$ cat src/pkg/mbreq_map.vh
`ifndef MBREQ_MAP_VH
`define MBREQ_MAP_VH

// Function codes of the request engine.
`define MBR_FC_RD_COIL 8'h01
`define MBR_FC_RD_INPUT 8'h02
`define MBR_FC_RD_HOLD 8'h03
`define MBR_FC_RD_INREG 8'h04
`define MBR_FC_RD_EXST 8'h07
`define MBR_FC_WR_COIL 8'h05
`define MBR_FC_WR_REG 8'h06
`define MBR_FC_WR_COILS 8'h0F
`define MBR_FC_WR_REGS 8'h10
`define MBR_FC_EXC_BIT 8'h80

// Station address and element count limits.
`define MBR_SLAVE_MAX 8'hF7
`define MBR_CNT_MIN 11'h001
`define MBR_BIT_CNT_MAX 11'h7D0
`define MBR_REG_CNT_MAX 11'h07D

// Reference number windows, 484 format.
`define MBR_484_COIL_LO 20'h00001
`define MBR_484_COIL_HI 20'h003E7
`define MBR_484_INP_LO 20'h003E9
`define MBR_484_INP_HI 20'h007CF
`define MBR_484_HOLD_LO 20'h00FA1
`define MBR_484_HOLD_HI 20'h01387
`define MBR_484_INREG_LO 20'h00BB9
`define MBR_484_INREG_HI 20'h00F9F

// Reference number windows, 584/984 format, five and six digit forms.
`define MBR_984_COIL_LO 20'h00001
`define MBR_984_COIL_HI 20'h0FFFF
`define MBR_984_INP_LO 20'h02711
`define MBR_984_INP_HI 20'h04E1F
`define MBR_984_INP6_LO 20'h186A1
`define MBR_984_INP6_HI 20'h2869F
`define MBR_984_HOLD_LO 20'h09C41
`define MBR_984_HOLD_HI 20'h0C34F
`define MBR_984_HOLD6_LO 20'h61A81
`define MBR_984_HOLD6_HI 20'h71A7F
`define MBR_984_INREG_LO 20'h07531
`define MBR_984_INREG_HI 20'h09C3F
`define MBR_984_INREG6_LO 20'h493E1
`define MBR_984_INREG6_HI 20'h593DF
`define MBR_NO_RANGE_LO 20'hFFFFF
`define MBR_NO_RANGE_HI 20'h00000

// Single coil payloads.
`define MBR_COIL_ON 16'hFF00
`define MBR_COIL_OFF 16'h0000

// Timing.
`define MBR_CLK_KHZ 40000
`define MBR_RSP_TIMEOUT_MS 1000
`define MBR_RSP_TIMEOUT_CYC (`MBR_CLK_KHZ * `MBR_RSP_TIMEOUT_MS)

// Transmit FIFO shape.
`define MBR_FIFO_WIDTH 9
`define MBR_FIFO_DEPTH 8

`endif

$ cat src/hw/mbreq_fifo.v
`timescale 1ns/1ps
`default_nettype none

module mbreq_fifo #(
  parameter WIDTH = 9,
  parameter DEPTH = 8,
  parameter AW = 3
) (
  // Clock and reset
  input wire clock,
  input wire rst,
  // Fill side
  input wire in_valid,
  output wire in_ready,
  input wire [WIDTH-1:0] in_data,
  // Drain side, registered head
  output reg out_valid_reg,
  input wire out_ready,
  output reg [WIDTH-1:0] out_data_reg
);

  reg [WIDTH-1:0] mem [0:DEPTH-1];
  reg [AW-1:0] wr_ptr_reg;
  reg [AW-1:0] rd_ptr_reg;
  reg [AW:0] count_reg;
  wire push;
  wire pop;

  localparam [AW:0] FULL = DEPTH;

  assign in_ready = (count_reg != FULL);
  assign push = in_valid && in_ready;
  // The head register reloads whenever memory holds a word and the head is empty or being drained.
  assign pop = (count_reg != {(AW+1){1'b0}}) && (!out_valid_reg || out_ready);

  always @(posedge clock) begin
    if (push) begin
      mem[wr_ptr_reg] <= in_data;
    end
  end

  always @(posedge clock or posedge rst) begin
    if (rst) begin
      wr_ptr_reg <= {AW{1'b0}};
      rd_ptr_reg <= {AW{1'b0}};
      count_reg <= {(AW+1){1'b0}};
      out_valid_reg <= 1'b0;
      out_data_reg <= {WIDTH{1'b0}};
    end else begin
      if (push) begin
        wr_ptr_reg <= wr_ptr_reg + 1'b1;
      end
      if (pop) begin
        rd_ptr_reg <= rd_ptr_reg + 1'b1;
        out_data_reg <= mem[rd_ptr_reg];
        out_valid_reg <= 1'b1;
      end else if (out_ready) begin
        out_valid_reg <= 1'b0;
      end
      if (push && !pop) begin
        count_reg <= count_reg + 1'b1;
      end else if (pop && !push) begin
        count_reg <= count_reg - 1'b1;
      end
    end
  end

endmodule

`default_nettype wire

$ cat src/hw/mbreq_master.v
`timescale 1ns/1ps
`default_nettype none
`include "mbreq_map.vh"

module mbreq_master #(
  parameter RSP_TIMEOUT_CYC = `MBR_RSP_TIMEOUT_CYC
) (
  // Clock and reset
  input wire clock,
  input wire rst,
  // Request from the control program
  input wire req_valid,
  input wire req_is_write,
  input wire [7:0] req_slave,
  input wire [7:0] req_func,
  input wire req_fmt_484,
  input wire [19:0] req_slave_ref,
  input wire [15:0] req_master_addr,
  input wire [10:0] req_count,
  input wire [15:0] req_exc_addr,
  // Status flags
  output reg port_busy_flag_reg,
  output reg port_comm_error_flag_reg,
  // Request bytes toward the serial framer
  output wire tx_valid,
  input wire tx_ready,
  output wire [7:0] tx_data,
  output wire tx_last,
  // Reply bytes from the serial framer
  input wire rsp_valid,
  input wire [7:0] rsp_data,
  input wire rsp_last,
  input wire rsp_error,
  // Master memory port
  output reg mem_rd_reg,
  output reg mem_wr_reg,
  output reg [15:0] mem_addr_reg,
  output reg [15:0] mem_wdata_reg,
  input wire [15:0] mem_rd_data
);

  localparam S_IDLE = 4'h0;
  localparam S_HDR = 4'h1;
  localparam S_FETCH = 4'h2;
  localparam S_FWAIT = 4'h3;
  localparam S_PHI = 4'h4;
  localparam S_PLO = 4'h5;
  localparam S_PBYTE = 4'h6;
  localparam S_RECV = 4'h7;
  localparam S_UNPK = 4'h8;
  localparam [25:0] TIMEOUT_LAST = RSP_TIMEOUT_CYC - 1;

  reg [3:0] state_reg;
  reg [7:0] slave_reg;
  reg [7:0] func_reg;
  reg write_reg;
  reg bits_reg;
  reg [15:0] paddr_reg;
  reg [10:0] cnt_reg;
  reg [10:0] rem_reg;
  reg [15:0] mptr_reg;
  reg [15:0] exc_reg;
  reg [2:0] idx_reg;
  reg [2:0] bit_reg;
  reg [7:0] acc_reg;
  reg [15:0] word_reg;
  reg [8:0] ridx_reg;
  reg [7:0] rbyte_reg;
  reg exc_seen_reg;
  reg bad_reg;
  reg last_seen_reg;
  reg [25:0] timer_reg;

  // Request check and address mapping.
  reg fc_ok;
  reg cnt_used;
  reg no_addr;
  reg is_bit;
  reg [19:0] lo1;
  reg [19:0] hi1;
  reg [19:0] lo2;
  reg [19:0] hi2;
  reg in1;
  reg in2;
  reg cnt_ok;
  reg req_ok;
  reg [15:0] paddr_next;
  reg [19:0] paddr_diff;

  always @* begin
    fc_ok = 1'b0;
    cnt_used = 1'b0;
    no_addr = 1'b0;
    is_bit = 1'b0;
    lo1 = `MBR_NO_RANGE_LO;
    hi1 = `MBR_NO_RANGE_HI;
    lo2 = `MBR_NO_RANGE_LO;
    hi2 = `MBR_NO_RANGE_HI;
    if (!req_is_write) begin
      if (req_func == `MBR_FC_RD_COIL) begin
        fc_ok = 1'b1;
        cnt_used = 1'b1;
        is_bit = 1'b1;
        lo1 = req_fmt_484 ? `MBR_484_COIL_LO : `MBR_984_COIL_LO;
        hi1 = req_fmt_484 ? `MBR_484_COIL_HI : `MBR_984_COIL_HI;
      end else if (req_func == `MBR_FC_RD_INPUT) begin
        fc_ok = 1'b1;
        cnt_used = 1'b1;
        is_bit = 1'b1;
        lo1 = req_fmt_484 ? `MBR_484_INP_LO : `MBR_984_INP_LO;
        hi1 = req_fmt_484 ? `MBR_484_INP_HI : `MBR_984_INP_HI;
        lo2 = req_fmt_484 ? `MBR_NO_RANGE_LO : `MBR_984_INP6_LO;
        hi2 = req_fmt_484 ? `MBR_NO_RANGE_HI : `MBR_984_INP6_HI;
      end else if (req_func == `MBR_FC_RD_HOLD) begin
        fc_ok = 1'b1;
        cnt_used = 1'b1;
        lo1 = req_fmt_484 ? `MBR_484_HOLD_LO : `MBR_984_HOLD_LO;
        hi1 = req_fmt_484 ? `MBR_484_HOLD_HI : `MBR_984_HOLD_HI;
        lo2 = req_fmt_484 ? `MBR_NO_RANGE_LO : `MBR_984_HOLD6_LO;
        hi2 = req_fmt_484 ? `MBR_NO_RANGE_HI : `MBR_984_HOLD6_HI;
      end else if (req_func == `MBR_FC_RD_INREG) begin
        fc_ok = 1'b1;
        cnt_used = 1'b1;
        lo1 = req_fmt_484 ? `MBR_484_INREG_LO : `MBR_984_INREG_LO;
        hi1 = req_fmt_484 ? `MBR_484_INREG_HI : `MBR_984_INREG_HI;
        lo2 = req_fmt_484 ? `MBR_NO_RANGE_LO : `MBR_984_INREG6_LO;
        hi2 = req_fmt_484 ? `MBR_NO_RANGE_HI : `MBR_984_INREG6_HI;
      end else if (req_func == `MBR_FC_RD_EXST) begin
        fc_ok = 1'b1;
        no_addr = 1'b1;
      end
    end else begin
      if (req_func == `MBR_FC_WR_COIL || req_func == `MBR_FC_WR_COILS) begin
        fc_ok = 1'b1;
        cnt_used = (req_func == `MBR_FC_WR_COILS);
        is_bit = 1'b1;
        lo1 = req_fmt_484 ? `MBR_484_COIL_LO : `MBR_984_COIL_LO;
        hi1 = req_fmt_484 ? `MBR_484_COIL_HI : `MBR_984_COIL_HI;
      end else if (req_func == `MBR_FC_WR_REG || req_func == `MBR_FC_WR_REGS) begin
        fc_ok = 1'b1;
        cnt_used = (req_func == `MBR_FC_WR_REGS);
        lo1 = req_fmt_484 ? `MBR_484_HOLD_LO : `MBR_984_HOLD_LO;
        hi1 = req_fmt_484 ? `MBR_484_HOLD_HI : `MBR_984_HOLD_HI;
        lo2 = req_fmt_484 ? `MBR_NO_RANGE_LO : `MBR_984_HOLD6_LO;
        hi2 = req_fmt_484 ? `MBR_NO_RANGE_HI : `MBR_984_HOLD6_HI;
      end
    end
    in1 = (req_slave_ref >= lo1) && (req_slave_ref <= hi1);
    in2 = (req_slave_ref >= lo2) && (req_slave_ref <= hi2);
    paddr_diff = in1 ? (req_slave_ref - lo1) : (req_slave_ref - lo2);
    paddr_next = paddr_diff[15:0];
    cnt_ok = (req_count >= `MBR_CNT_MIN) &&
      (req_count <= (is_bit ? `MBR_BIT_CNT_MAX : `MBR_REG_CNT_MAX));
    req_ok = (req_slave <= `MBR_SLAVE_MAX) && fc_ok && (no_addr || in1 || in2) &&
      (!cnt_used || cnt_ok);
  end

  // Request frame byte selection.
  reg [2:0] hlen_last;
  reg [7:0] hdr_byte;
  reg [7:0] byte_cnt;
  reg f_in_valid;
  reg [7:0] f_in_data;
  reg f_in_last;
  wire f_in_ready;
  wire f_push;
  wire [10:0] bc_bits = (cnt_reg + 11'h007) >> 3;
  wire [10:0] bc_regs = {cnt_reg[9:0], 1'b0};

  always @* begin
    if (func_reg == `MBR_FC_RD_EXST) begin
      hlen_last = 3'h1;
    end else if (!write_reg) begin
      hlen_last = 3'h5;
    end else if (func_reg == `MBR_FC_WR_COIL || func_reg == `MBR_FC_WR_REG) begin
      hlen_last = 3'h3;
    end else begin
      hlen_last = 3'h6;
    end
    byte_cnt = bits_reg ? bc_bits[7:0] : bc_regs[7:0];
    case (idx_reg)
      3'h0: hdr_byte = slave_reg;
      3'h1: hdr_byte = func_reg;
      3'h2: hdr_byte = paddr_reg[15:8];
      3'h3: hdr_byte = paddr_reg[7:0];
      3'h4: hdr_byte = {5'h00, cnt_reg[10:8]};
      3'h5: hdr_byte = cnt_reg[7:0];
      default: hdr_byte = byte_cnt;
    endcase
    f_in_valid = 1'b0;
    f_in_data = hdr_byte;
    f_in_last = 1'b0;
    case (state_reg)
      S_HDR: begin
        f_in_valid = 1'b1;
        f_in_last = (idx_reg == hlen_last) && !write_reg;
      end
      S_PHI: begin
        f_in_valid = 1'b1;
        f_in_data = word_reg[15:8];
      end
      S_PLO: begin
        f_in_valid = 1'b1;
        f_in_data = word_reg[7:0];
        f_in_last = (rem_reg == 11'h000);
      end
      S_PBYTE: begin
        f_in_valid = 1'b1;
        f_in_data = acc_reg;
        f_in_last = (rem_reg == 11'h000);
      end
      default: begin
        f_in_valid = 1'b0;
      end
    endcase
  end

  assign f_push = f_in_valid && f_in_ready;

  wire [8:0] f_out_data;

  mbreq_fifo #(
    .WIDTH(`MBR_FIFO_WIDTH),
    .DEPTH(`MBR_FIFO_DEPTH),
    .AW(3)
  ) u_tx_fifo (
    .clock(clock),
    .rst(rst),
    .in_valid(f_in_valid),
    .in_ready(f_in_ready),
    .in_data({f_in_last, f_in_data}),
    .out_valid_reg(tx_valid),
    .out_ready(tx_ready),
    .out_data_reg(f_out_data)
  );

  assign tx_data = f_out_data[7:0];
  assign tx_last = f_out_data[8];

  wire rd_data_mode = !write_reg && !exc_seen_reg && (func_reg != `MBR_FC_RD_EXST);
  wire word_store = rsp_valid && (ridx_reg >= 9'h003) && rd_data_mode && !bad_reg &&
    !bits_reg && !ridx_reg[0];
  wire finish_err = bad_reg || (rem_reg > {10'h000, word_store});

  always @(posedge clock or posedge rst) begin
    if (rst) begin
      state_reg <= S_IDLE;
      slave_reg <= 8'h00;
      func_reg <= 8'h00;
      write_reg <= 1'b0;
      bits_reg <= 1'b0;
      paddr_reg <= 16'h0000;
      cnt_reg <= 11'h000;
      rem_reg <= 11'h000;
      mptr_reg <= 16'h0000;
      exc_reg <= 16'h0000;
      idx_reg <= 3'h0;
      bit_reg <= 3'h0;
      acc_reg <= 8'h00;
      word_reg <= 16'h0000;
      ridx_reg <= 9'h000;
      rbyte_reg <= 8'h00;
      exc_seen_reg <= 1'b0;
      bad_reg <= 1'b0;
      last_seen_reg <= 1'b0;
      timer_reg <= 26'h0000000;
      port_busy_flag_reg <= 1'b0;
      port_comm_error_flag_reg <= 1'b0;
      mem_rd_reg <= 1'b0;
      mem_wr_reg <= 1'b0;
      mem_addr_reg <= 16'h0000;
      mem_wdata_reg <= 16'h0000;
    end else begin
      mem_rd_reg <= 1'b0;
      mem_wr_reg <= 1'b0;
      case (state_reg)
        S_IDLE: begin
          if (req_valid && req_ok) begin
            state_reg <= S_HDR;
            port_busy_flag_reg <= 1'b1;
            port_comm_error_flag_reg <= 1'b0;
            slave_reg <= req_slave;
            func_reg <= req_func;
            write_reg <= req_is_write;
            bits_reg <= is_bit;
            paddr_reg <= paddr_next;
            cnt_reg <= cnt_used ? req_count : 11'h001;
            rem_reg <= (req_func == `MBR_FC_RD_EXST) ? 11'h000 :
              (cnt_used ? req_count : 11'h001);
            mptr_reg <= req_master_addr;
            exc_reg <= req_exc_addr;
            idx_reg <= 3'h0;
            bit_reg <= 3'h0;
            acc_reg <= 8'h00;
            ridx_reg <= 9'h000;
            exc_seen_reg <= 1'b0;
            bad_reg <= 1'b0;
            last_seen_reg <= 1'b0;
          end
        end
        S_HDR: begin
          if (f_push) begin
            idx_reg <= idx_reg + 3'h1;
            if (idx_reg == hlen_last) begin
              if (write_reg) begin
                state_reg <= S_FETCH;
              end else begin
                state_reg <= S_RECV;
                timer_reg <= 26'h0000000;
              end
            end
          end
        end
        S_FETCH: begin
          mem_rd_reg <= 1'b1;
          mem_addr_reg <= mptr_reg;
          state_reg <= S_FWAIT;
        end
        S_FWAIT: begin
          mptr_reg <= mptr_reg + 16'h0001;
          rem_reg <= rem_reg - 11'h001;
          if (func_reg == `MBR_FC_WR_COILS) begin
            acc_reg[bit_reg] <= mem_rd_data[0];
            bit_reg <= bit_reg + 3'h1;
            state_reg <= (bit_reg == 3'h7 || rem_reg == 11'h001) ? S_PBYTE : S_FETCH;
          end else begin
            word_reg <= (func_reg != `MBR_FC_WR_COIL) ? mem_rd_data :
              (mem_rd_data[0] ? `MBR_COIL_ON : `MBR_COIL_OFF);
            state_reg <= S_PHI;
          end
        end
        S_PHI: begin
          if (f_push) begin
            state_reg <= S_PLO;
          end
        end
        S_PLO, S_PBYTE: begin
          if (f_push) begin
            acc_reg <= 8'h00;
            bit_reg <= 3'h0;
            timer_reg <= 26'h0000000;
            if (rem_reg != 11'h000) begin
              state_reg <= S_FETCH;
            end else if (slave_reg == 8'h00) begin
              state_reg <= S_IDLE;
              port_busy_flag_reg <= 1'b0;
            end else begin
              state_reg <= S_RECV;
            end
          end
        end
        S_RECV: begin
          timer_reg <= timer_reg + 26'h0000001;
          if (rsp_error || (timer_reg == TIMEOUT_LAST)) begin
            state_reg <= S_IDLE;
            port_busy_flag_reg <= 1'b0;
            port_comm_error_flag_reg <= 1'b1;
          end else if (slave_reg == 8'h00 && !write_reg) begin
            state_reg <= S_IDLE;
            port_busy_flag_reg <= 1'b0;
          end else if (rsp_valid) begin
            ridx_reg <= (ridx_reg == 9'h1FF) ? ridx_reg : ridx_reg + 9'h001;
            last_seen_reg <= rsp_last;
            if (ridx_reg == 9'h000) begin
              if (rsp_data != slave_reg) begin
                bad_reg <= 1'b1;
              end
            end else if (ridx_reg == 9'h001) begin
              if (rsp_data == (func_reg | `MBR_FC_EXC_BIT)) begin
                exc_seen_reg <= 1'b1;
                bad_reg <= 1'b1;
              end else if (rsp_data != func_reg) begin
                bad_reg <= 1'b1;
              end
            end else if (ridx_reg == 9'h002 && exc_seen_reg) begin
              mem_wr_reg <= 1'b1;
              mem_addr_reg <= exc_reg;
              mem_wdata_reg <= {func_reg | `MBR_FC_EXC_BIT, rsp_data};
            end else if (ridx_reg == 9'h002 && !write_reg &&
                         func_reg == `MBR_FC_RD_EXST && !bad_reg) begin
              mem_wr_reg <= 1'b1;
              mem_addr_reg <= mptr_reg;
              mem_wdata_reg <= {8'h00, rsp_data};
            end else if (ridx_reg >= 9'h003 && rd_data_mode && !bad_reg) begin
              if (bits_reg) begin
                rbyte_reg <= rsp_data;
                bit_reg <= 3'h0;
                state_reg <= S_UNPK;
              end else if (ridx_reg[0]) begin
                rbyte_reg <= rsp_data;
              end else if (rem_reg != 11'h000) begin
                mem_wr_reg <= 1'b1;
                mem_addr_reg <= mptr_reg;
                mem_wdata_reg <= {rbyte_reg, rsp_data};
                mptr_reg <= mptr_reg + 16'h0001;
                rem_reg <= rem_reg - 11'h001;
              end
            end
            if (rsp_last && !(ridx_reg >= 9'h003 && rd_data_mode && !bad_reg && bits_reg)) begin
              state_reg <= S_IDLE;
              port_busy_flag_reg <= 1'b0;
              port_comm_error_flag_reg <= finish_err || exc_seen_reg ||
                (ridx_reg == 9'h001 && rsp_data != func_reg) ||
                (ridx_reg == 9'h000);
            end
          end
        end
        S_UNPK: begin
          if (rem_reg != 11'h000) begin
            mem_wr_reg <= 1'b1;
            mem_addr_reg <= mptr_reg;
            mem_wdata_reg <= {15'h0000, rbyte_reg[bit_reg]};
            mptr_reg <= mptr_reg + 16'h0001;
            rem_reg <= rem_reg - 11'h001;
          end
          bit_reg <= bit_reg + 3'h1;
          if (bit_reg == 3'h7 || rem_reg <= 11'h001) begin
            if (last_seen_reg) begin
              state_reg <= S_IDLE;
              port_busy_flag_reg <= 1'b0;
              port_comm_error_flag_reg <= bad_reg || (rem_reg > 11'h001);
            end else begin
              state_reg <= S_RECV;
            end
          end
        end
        default: begin
          state_reg <= S_IDLE;
          port_busy_flag_reg <= 1'b0;
        end
      endcase
    end
  end

endmodule

`default_nettype wire

$ cat config.mk
export PLATFORM = sky130hd
export DESIGN_NAME = mbreq_master
export DESIGN_NICKNAME = d
export VERILOG_FILES = /design/src/hw/mbreq_fifo.v /design/src/hw/mbreq_master.v
export VERILOG_INCLUDE_DIRS = /design/src /design/src/pkg
export SDC_FILE = /design/constraint.sdc
export NUM_CORES = 1
export LEC_CHECK = 0
export BUFFER_PORTS_ARGS = -buffer_cell sky130_fd_sc_hd__buf_2
export CORE_UTILIZATION = 37
export CTS_CLUSTER_DIAMETER = 50
export DETAILED_ROUTE_END_ITERATION = 16
export PLACE_DENSITY_LB_ADDON = 0.12
export SETUP_SLACK_MARGIN = 0.02
export SLEW_MARGIN = 5
export SYNTH_ARGS = -nofsm -noshare
export SYNTH_HDL_FRONTEND = slang
export SYNTH_SLANG_ARGS = --single-unit
$ cat constraint.sdc
create_clock -name clock -period 7.3 [get_ports clock]
set_input_delay 0.365 -clock clock [delete_from_list [all_inputs] [get_ports clock]]
set_output_delay 0.365 -clock clock [all_outputs]
set_load 0.02 [all_outputs]
Yosys cells after proc, flatten, opt, wreduce, memory -nomap -nowiden. Memories as Yosys holds them, arrays and structs flattened. A register that Yosys moved wholly into a read port is not among the register bits. Index checks and enable logic that the tools add are counted.

Add/sub/neg operators: 13. Order comparisons: 13. Equal/unequal tests: 83. Muxes and demuxes: 248. Bitwise operators: 8. Reduce and logical (&&, ||, !) cells: 94.

Operators by type and width (count): $mux 16 (48); $mux 20 (19); $mux 11 (15); $mux 19 (8); $mux 26 (4); $pmux 26 s3 (1); $mux 1 (77); $mux 4 (18); $mux 3 (22); $pmux 16 s4 (1); $eq 8x3->1 const B (7); $mux 8 (6); $pmux 16 s3 (1); $pmux 8 s3 (2); $pmux 8 s6 (1); $mux 9 (5); $ne 2x2->1 const B (22); $pmux 11 s4 (1); $ge 20x20->1 (2); $le 20x20->1 (2); $ne 4x4->1 const B (8); $pmux 16 s2 (1); $pmux 4 s8 (1); $sub 16x16->16 (2); 80 further kinds (185).

Bits in registers: 215. Memory bits (writable): 72. Output and inout bits: 46. Word-level logic and storage cells: 490. Memories: 1.

Memories: u_tx_fifo.mem (words 8, width 9, read ports 1, clocked after memory_dff 1, wr ports 1, line mbreq_fifo.v:22) `reg [WIDTH-1:0] mem [0:DEPTH-1];`.

Longest topological paths before layout.
Depth in word-level cells: 17. Gate-level depth with buffers: 27. Depth with buffers taken out: 25.

Modules after synthesis. A second synthesis with hierarchy kept.

Cell total of the unflattened synthesis: 1914. Area, all modules: 18235.0 um^2.

Modules (own cells, without submodules): mbreq_master (instances 1, cells each 1670, area an instance 14491.4 um^2, seq. area each 5104.9 um^2); mbreq_fifo (instances 1, cells each 244, area an instance 3743.6 um^2, seq. area each 2662.6 um^2).

Worst setup path after synthesis. No wires, ideal clock.

Path kind: input to register. From: in req_func[1]. To: reg paddr_reg[15]. Library setup time: 87 ps. Data arrival time: 5715 ps. Required time: 7213 ps. Path slack: 1498 ps. Cell stages on the path: 26. Buffers on the path: 2. Cells stage by stage: clkbuf_1 -> clkbuf_1 -> or3b_2 -> a211oi_1 -> a21o_1 -> nand2_1 -> o31a_1 -> inv_1 -> a31oi_1 -> ha_1 -> nand4_1 -> or4_1 -> mux2i_1 -> a31oi_1 -> nor2_1 -> nor2_1 -> a21oi_1 -> ha_1 -> a211oi_1 -> o21ai_0 -> a31oi_1 -> a2111oi_0 -> a311o_1 -> a21o_1 -> or2_0 -> o211ai_1.

Word-level cells in the longest chain between the ends: 14.

Ends and longest elaborated chain: from (decl) (line mbreq_master.v:15) `input wire [7:0] req_func,`; $eq 8x3->1 (no source line); $mux 20 or $mux 16 (tied branches) (line mbreq_master.v:121) `` end else if (req_func == `MBR_FC_RD_INREG) begin ``; $mux 20 or $mux 16 (tied branches) (line mbreq_master.v:114) `` end else if (req_func == `MBR_FC_RD_HOLD) begin ``; $mux 20 or $mux 16 (tied branches) (line mbreq_master.v:106) `` end else if (req_func == `MBR_FC_RD_INPUT) begin ``; $mux 20 or $mux 16 (tied branches) (line mbreq_master.v:100) `` if (req_func == `MBR_FC_RD_COIL) begin ``; $mux 20 (line mbreq_master.v:99) `if (!req_is_write) begin`; $ge 20x20->1 or $le 20x20->1 (tied branches) (line mbreq_master.v:148) `in1 = (req_slave_ref >= lo1) && (req_slave_ref <= hi1);`; $logic_and 1x1->1 (line mbreq_master.v:148); $logic_or 1x1->1 (2 in a row) (line mbreq_master.v:154) `` req_ok = (req_slave <= `MBR_SLAVE_MAX) && fc_ok && (no_addr || in1 || in2) && ``; $logic_and 1x1->1 (2 in a row) (line mbreq_master.v:154); $logic_and 1x1->1 (line mbreq_master.v:278) `if (req_valid && req_ok) begin`; $reduce_and 2->1 (no source line); to (signal assigned) (line mbreq_master.v:286) `paddr_reg <= paddr_next;`; to (decl) (line mbreq_master.v:58) `reg [15:0] paddr_reg;`.

Several ways; a longest one is shown, not always the timed one. A chain may end at the register's enable or synchronous reset.

Worst setup path after layout.
From: in req_func[3]. To: reg paddr_reg[15].

Same word-level chain as after synthesis.

==> impl_results.md <==
- Post-Place Cells: roughly 2800
- Hold WC Path Type: input port to register
- Die Ht: 226 µm
- Crit path required time: ~7.8 ns
- Final core occ: 0.440
- Post-synthesis sequential area ratio: 0.420
- Biggest area consumer among synthesized cells: dfrtp_1
- Final Hold Violating Endpoints: 0
- Skew final: 0.0280 ns
- Final GP Congestion: between 0.8 and 0.9
- CTS clock-pin slew for the worst setup and hold paths: 0.05 ns
- Maximum number of pins on one net before global-route repair: 121
- GRT met2 Usage: 0.361
- Layout area overhead: 16.9%
- Final std cells w/o fill: 2855
- Crit path DAT: 6.64 ns
- CP max-delay cell: or4_4
- Worst Path Buf+Inv: 1
- Gr usage total: 0.232
- DRT Pass-1 Iters: 5
- Routed wire length: between 50 and 60 mm
- CTS max path bufs: 3
- Post-synthesis cell area: 0.0185 mm²
- Root Driver: clkbuf_16
- Share of cells above drive strength 1: 0.156
- Wire per inst: 20.4 µm
- CTS tree: yes
- Fillers: 4829
- #FFs+latches synth: 296
- Post-synth top flop: dfrtp_1
- Core box area: 0.0492 mm²
- Post-CTS setup buffers: 0
- Share of the synthesized area in the top cell type: 0.303
- CP Cell Sequence: buf_2 -> or4_4 -> nor3_1 -> nand2_1 -> nor2_1 -> o21ai_0 -> a21o_1 -> ha_1 -> nand4_1 -> or4_1 -> mux2i_1 -> a31oi_1 -> nor2_1 -> nor2_1 -> a21oi_1 -> ha_1 -> a211oi_1 -> o21ai_0 -> a31oi_1 -> a2111oi_0 -> a311o_1 -> a21o_1 -> or2_0 -> o211ai_1
- Final HPWL from detailed placement: 41.8 mm
- Final TNS setup: 0 ns
- WS Path Type: input port to register
- Max Cap Viol: 0
- EDFF count, synth: 72
- M1 GR Usage: 0.326
- Clock latency on the worst-skew pair: 0.56 ns
- Ant diodes: 0
- Max reg flops: 72
- Ports: 158
- Startpoint type of the worst setup path: input port
- Worst Max-Slew Pin Slew: 1.20 ns
- Initial antenna violation count: 1
- Yosys cell types: 84
- Total global routing overflow: 0
- Period minus WS final: 6.17 ns
- Ranking of synthesized cells by area: dfrtp_1 30%, edfxtp_1 12%, ha_1 7.6%
- Slew HR: 0.199
- Worst path top cell family by delay: simple AND/OR/NAND/NOR gates
- Std-Cell Rows: 81
- Pwr/cell area: 362 mW/mm²
- Die area: 0.0509 mm²
- RSZ-0062 raised after global routing: false
- Via Count: ~16000
- Synth warnings: 0
- FFs w/ async S/R, synth: 0.757
- GR met3 Demand/Resource: 0.0353
- Drt first-iter violations: approximately 1300
- Max Fclk: 0.162 GHz
- Top Usage Layer GRT: met2
- Most frequent CP cell: nor2_1
- Vias in the first global route: 15600
- # DRC: 0
- Slowest stage delay, CP: 0.57 ns
- Antenna Nets Post-Route: 0
- Status: finished clean
- Final worst-path cycle share: 0.846
- Critical Path End Type: register
- Syn_area_per_cell: 9.17 µm²
- Final setup vio count: 0
- First-pass GRT wire length: 91.5 mm
- Sequential cell area: 0.00777 mm²
- Pins Over Slew Limit: 0
- I/O Buffers: 157
- Vias per cell: 5.67
- TritonCTS sink count: 296
- Synth Instances: 2017
- H-Tree Depth: 2
- Initial core utilization: 0.376
- CTS buffer count: 43
- DIE WIDTH: 226 µm
- Final #Nets: between 2000 and 2500
- Lkg Pwr: approximately 9.4 nW
- Max FO, Critical Path: 10
- Peak VDD IR: 0.170 mV
- Net Count, Synth: 2244
- Multi-input combinational cell area: 0.0101 mm²
-- cells in the final DEF (no fill, tap or decap), types with 13 or more instances in the layout --
cell,Yosys,layout
a31o_2,14,14
and2_1,13,13
nor2b_1,13,13
edfxtp_1,72,72
and3_1,19,19
o211ai_1,18,18
mux2_2,20,20
clkbuf_16,0,44
buf_4,1,29
a21oi_1,147,146
nand2b_1,15,15
mux2i_1,39,39
o21ai_0,159,158
xnor2_1,32,32
nand4_1,20,20
dlygate4sd3_1,0,18
a22o_1,29,29
nor3_1,50,45
xor2_1,19,19
a21o_1,17,17
o22ai_1,21,21
buf_2,15,157
inv_1,71,70
dfrtp_1,224,224
o31ai_1,18,18
nand2_1,291,291
ha_1,113,113
nor4_1,23,21
a22oi_1,17,17
a31oi_1,38,38
mux4_2,18,18
nand3_1,62,62
or3_1,13,13
nor2_1,139,138
-- through the flow --
| stage | setup WS, ns | instance area [µm²] | total power [W] | hold WS, ns |
|---|---|---|---|---|
| floorplan | 0.801 | 18500 | 0.00472 | 0.439 |
| global placement | 0.848 | 20000 | 0.00570 | 0.451 |
| detailed placement | 0.667 | 20000 | 0.00577 | 0.458 |
| CTS | 1.23 | 21600 | 0.00788 | 0.00366 |
| global route | 0.696 | 21600 | 0.00835 | 0.0167 |
| finish | 1.13 | 21600 | 0.00782 | 0.0260 |
-- kinds of logic (layout without fill, tap and decap cells) --
family                     Yosys count  count (layout)  share of synthesized area
muxes                               77              77                     0.0552
buffers and inverters              180             354                     0.0377
AOI/OAI and AO/OA                  594             594                      0.207
xor gates and xnor gates            51              51                     0.0241
adders and majority gates          116             116                     0.0791
DFF                                296             296                      0.420
and+or+nand+nor                    703             703                      0.177
-- layer usage --
metal | wire length (µm) | share of wire
met2 | 26500 | 0.45
met3 | 3290 | 0.056
met1 | 26900 | 0.46
met4 | 1720 | 0.029
met5 | 0 | 0
-- worst paths after layout --
path | startpoint | to | slack (ns) | cells after the start
min in group asynchronous | rst | mem_wdata_reg[3] | 0.45 | 3
min reg2reg | exc_reg[0] | exc_reg[0] | 0.47 | 2
min | mem_rd_data[5] | word_reg[5] | 0.03 | 2
max in group asynchronous | rst | exc_reg[8] | 5.63 | 4
max reg2reg | state_reg[0] | mem_wdata_reg[5] | 3.08 | 8
max | req_func[3] | paddr_reg[15] | 1.13 | 24
-- synth_stat cells (all sizes together) (9+ instances only) --
library cell and n:
a22oi 17, o22ai 21, mux2i 39, o21ai 162, nand3 62, or2 9, a221o 9, xnor2 32
a21oi 147, xor2 19, buf 23, o31ai 18, nand4 20, o211ai 18, nor2 139, nand2 292
nor3 50, nor4 24, a31o 14, and3 19, clkbuf 84, a31oi 38, a22o 29, mux4 18
ha 113, and2 14, dfrtp 224, inv 71, a21o 17, nor2b 13, nand2b 15, edfxtp 72
mux2 20, a32oi 9, or3 13
-- area by class of cell --
type / instances / area share
multi-input cells: 1541 / 0.467
flip-flops and latches: 296 / 0.359
clock buffers: 57 / 0.0569
repair buffers: 205 / 0.0557
well taps: 664 / 0.0384
inverters: 73 / 0.0130
clock inverters: 19 / 0.00943
-- where the power goes --
group / switching, W / total, W / internal, W
logic: 0.00199 / 0.00320 / 0.00121
clock network: 0.000798 / 0.00206 / 0.00127
registers: 0.000384 / 0.00256 / 0.00217
total: 0.00317 / 0.00782 / 0.00465
-- what timing repair did --
| action | in CTS | in global routing |
|---|---|---|
| hold buffers | 18 | 0 |
| hold endpoints to repair | 45 | 0 |
| gates resized for setup | 0 | 0 |
-- worst reg2reg max path, stage by stage (launching register included) --
cell and delay [ns]:
dfrtp_1 0.95, inv_1 0.25, nor2_1 0.41, nand2_1 0.10, buf_4 0.32, a31oi_1 0.65, a21o_1 0.18, nand2b_1 0.91
o21ai_0 0.26
Power figures use the tool's default switching activity.
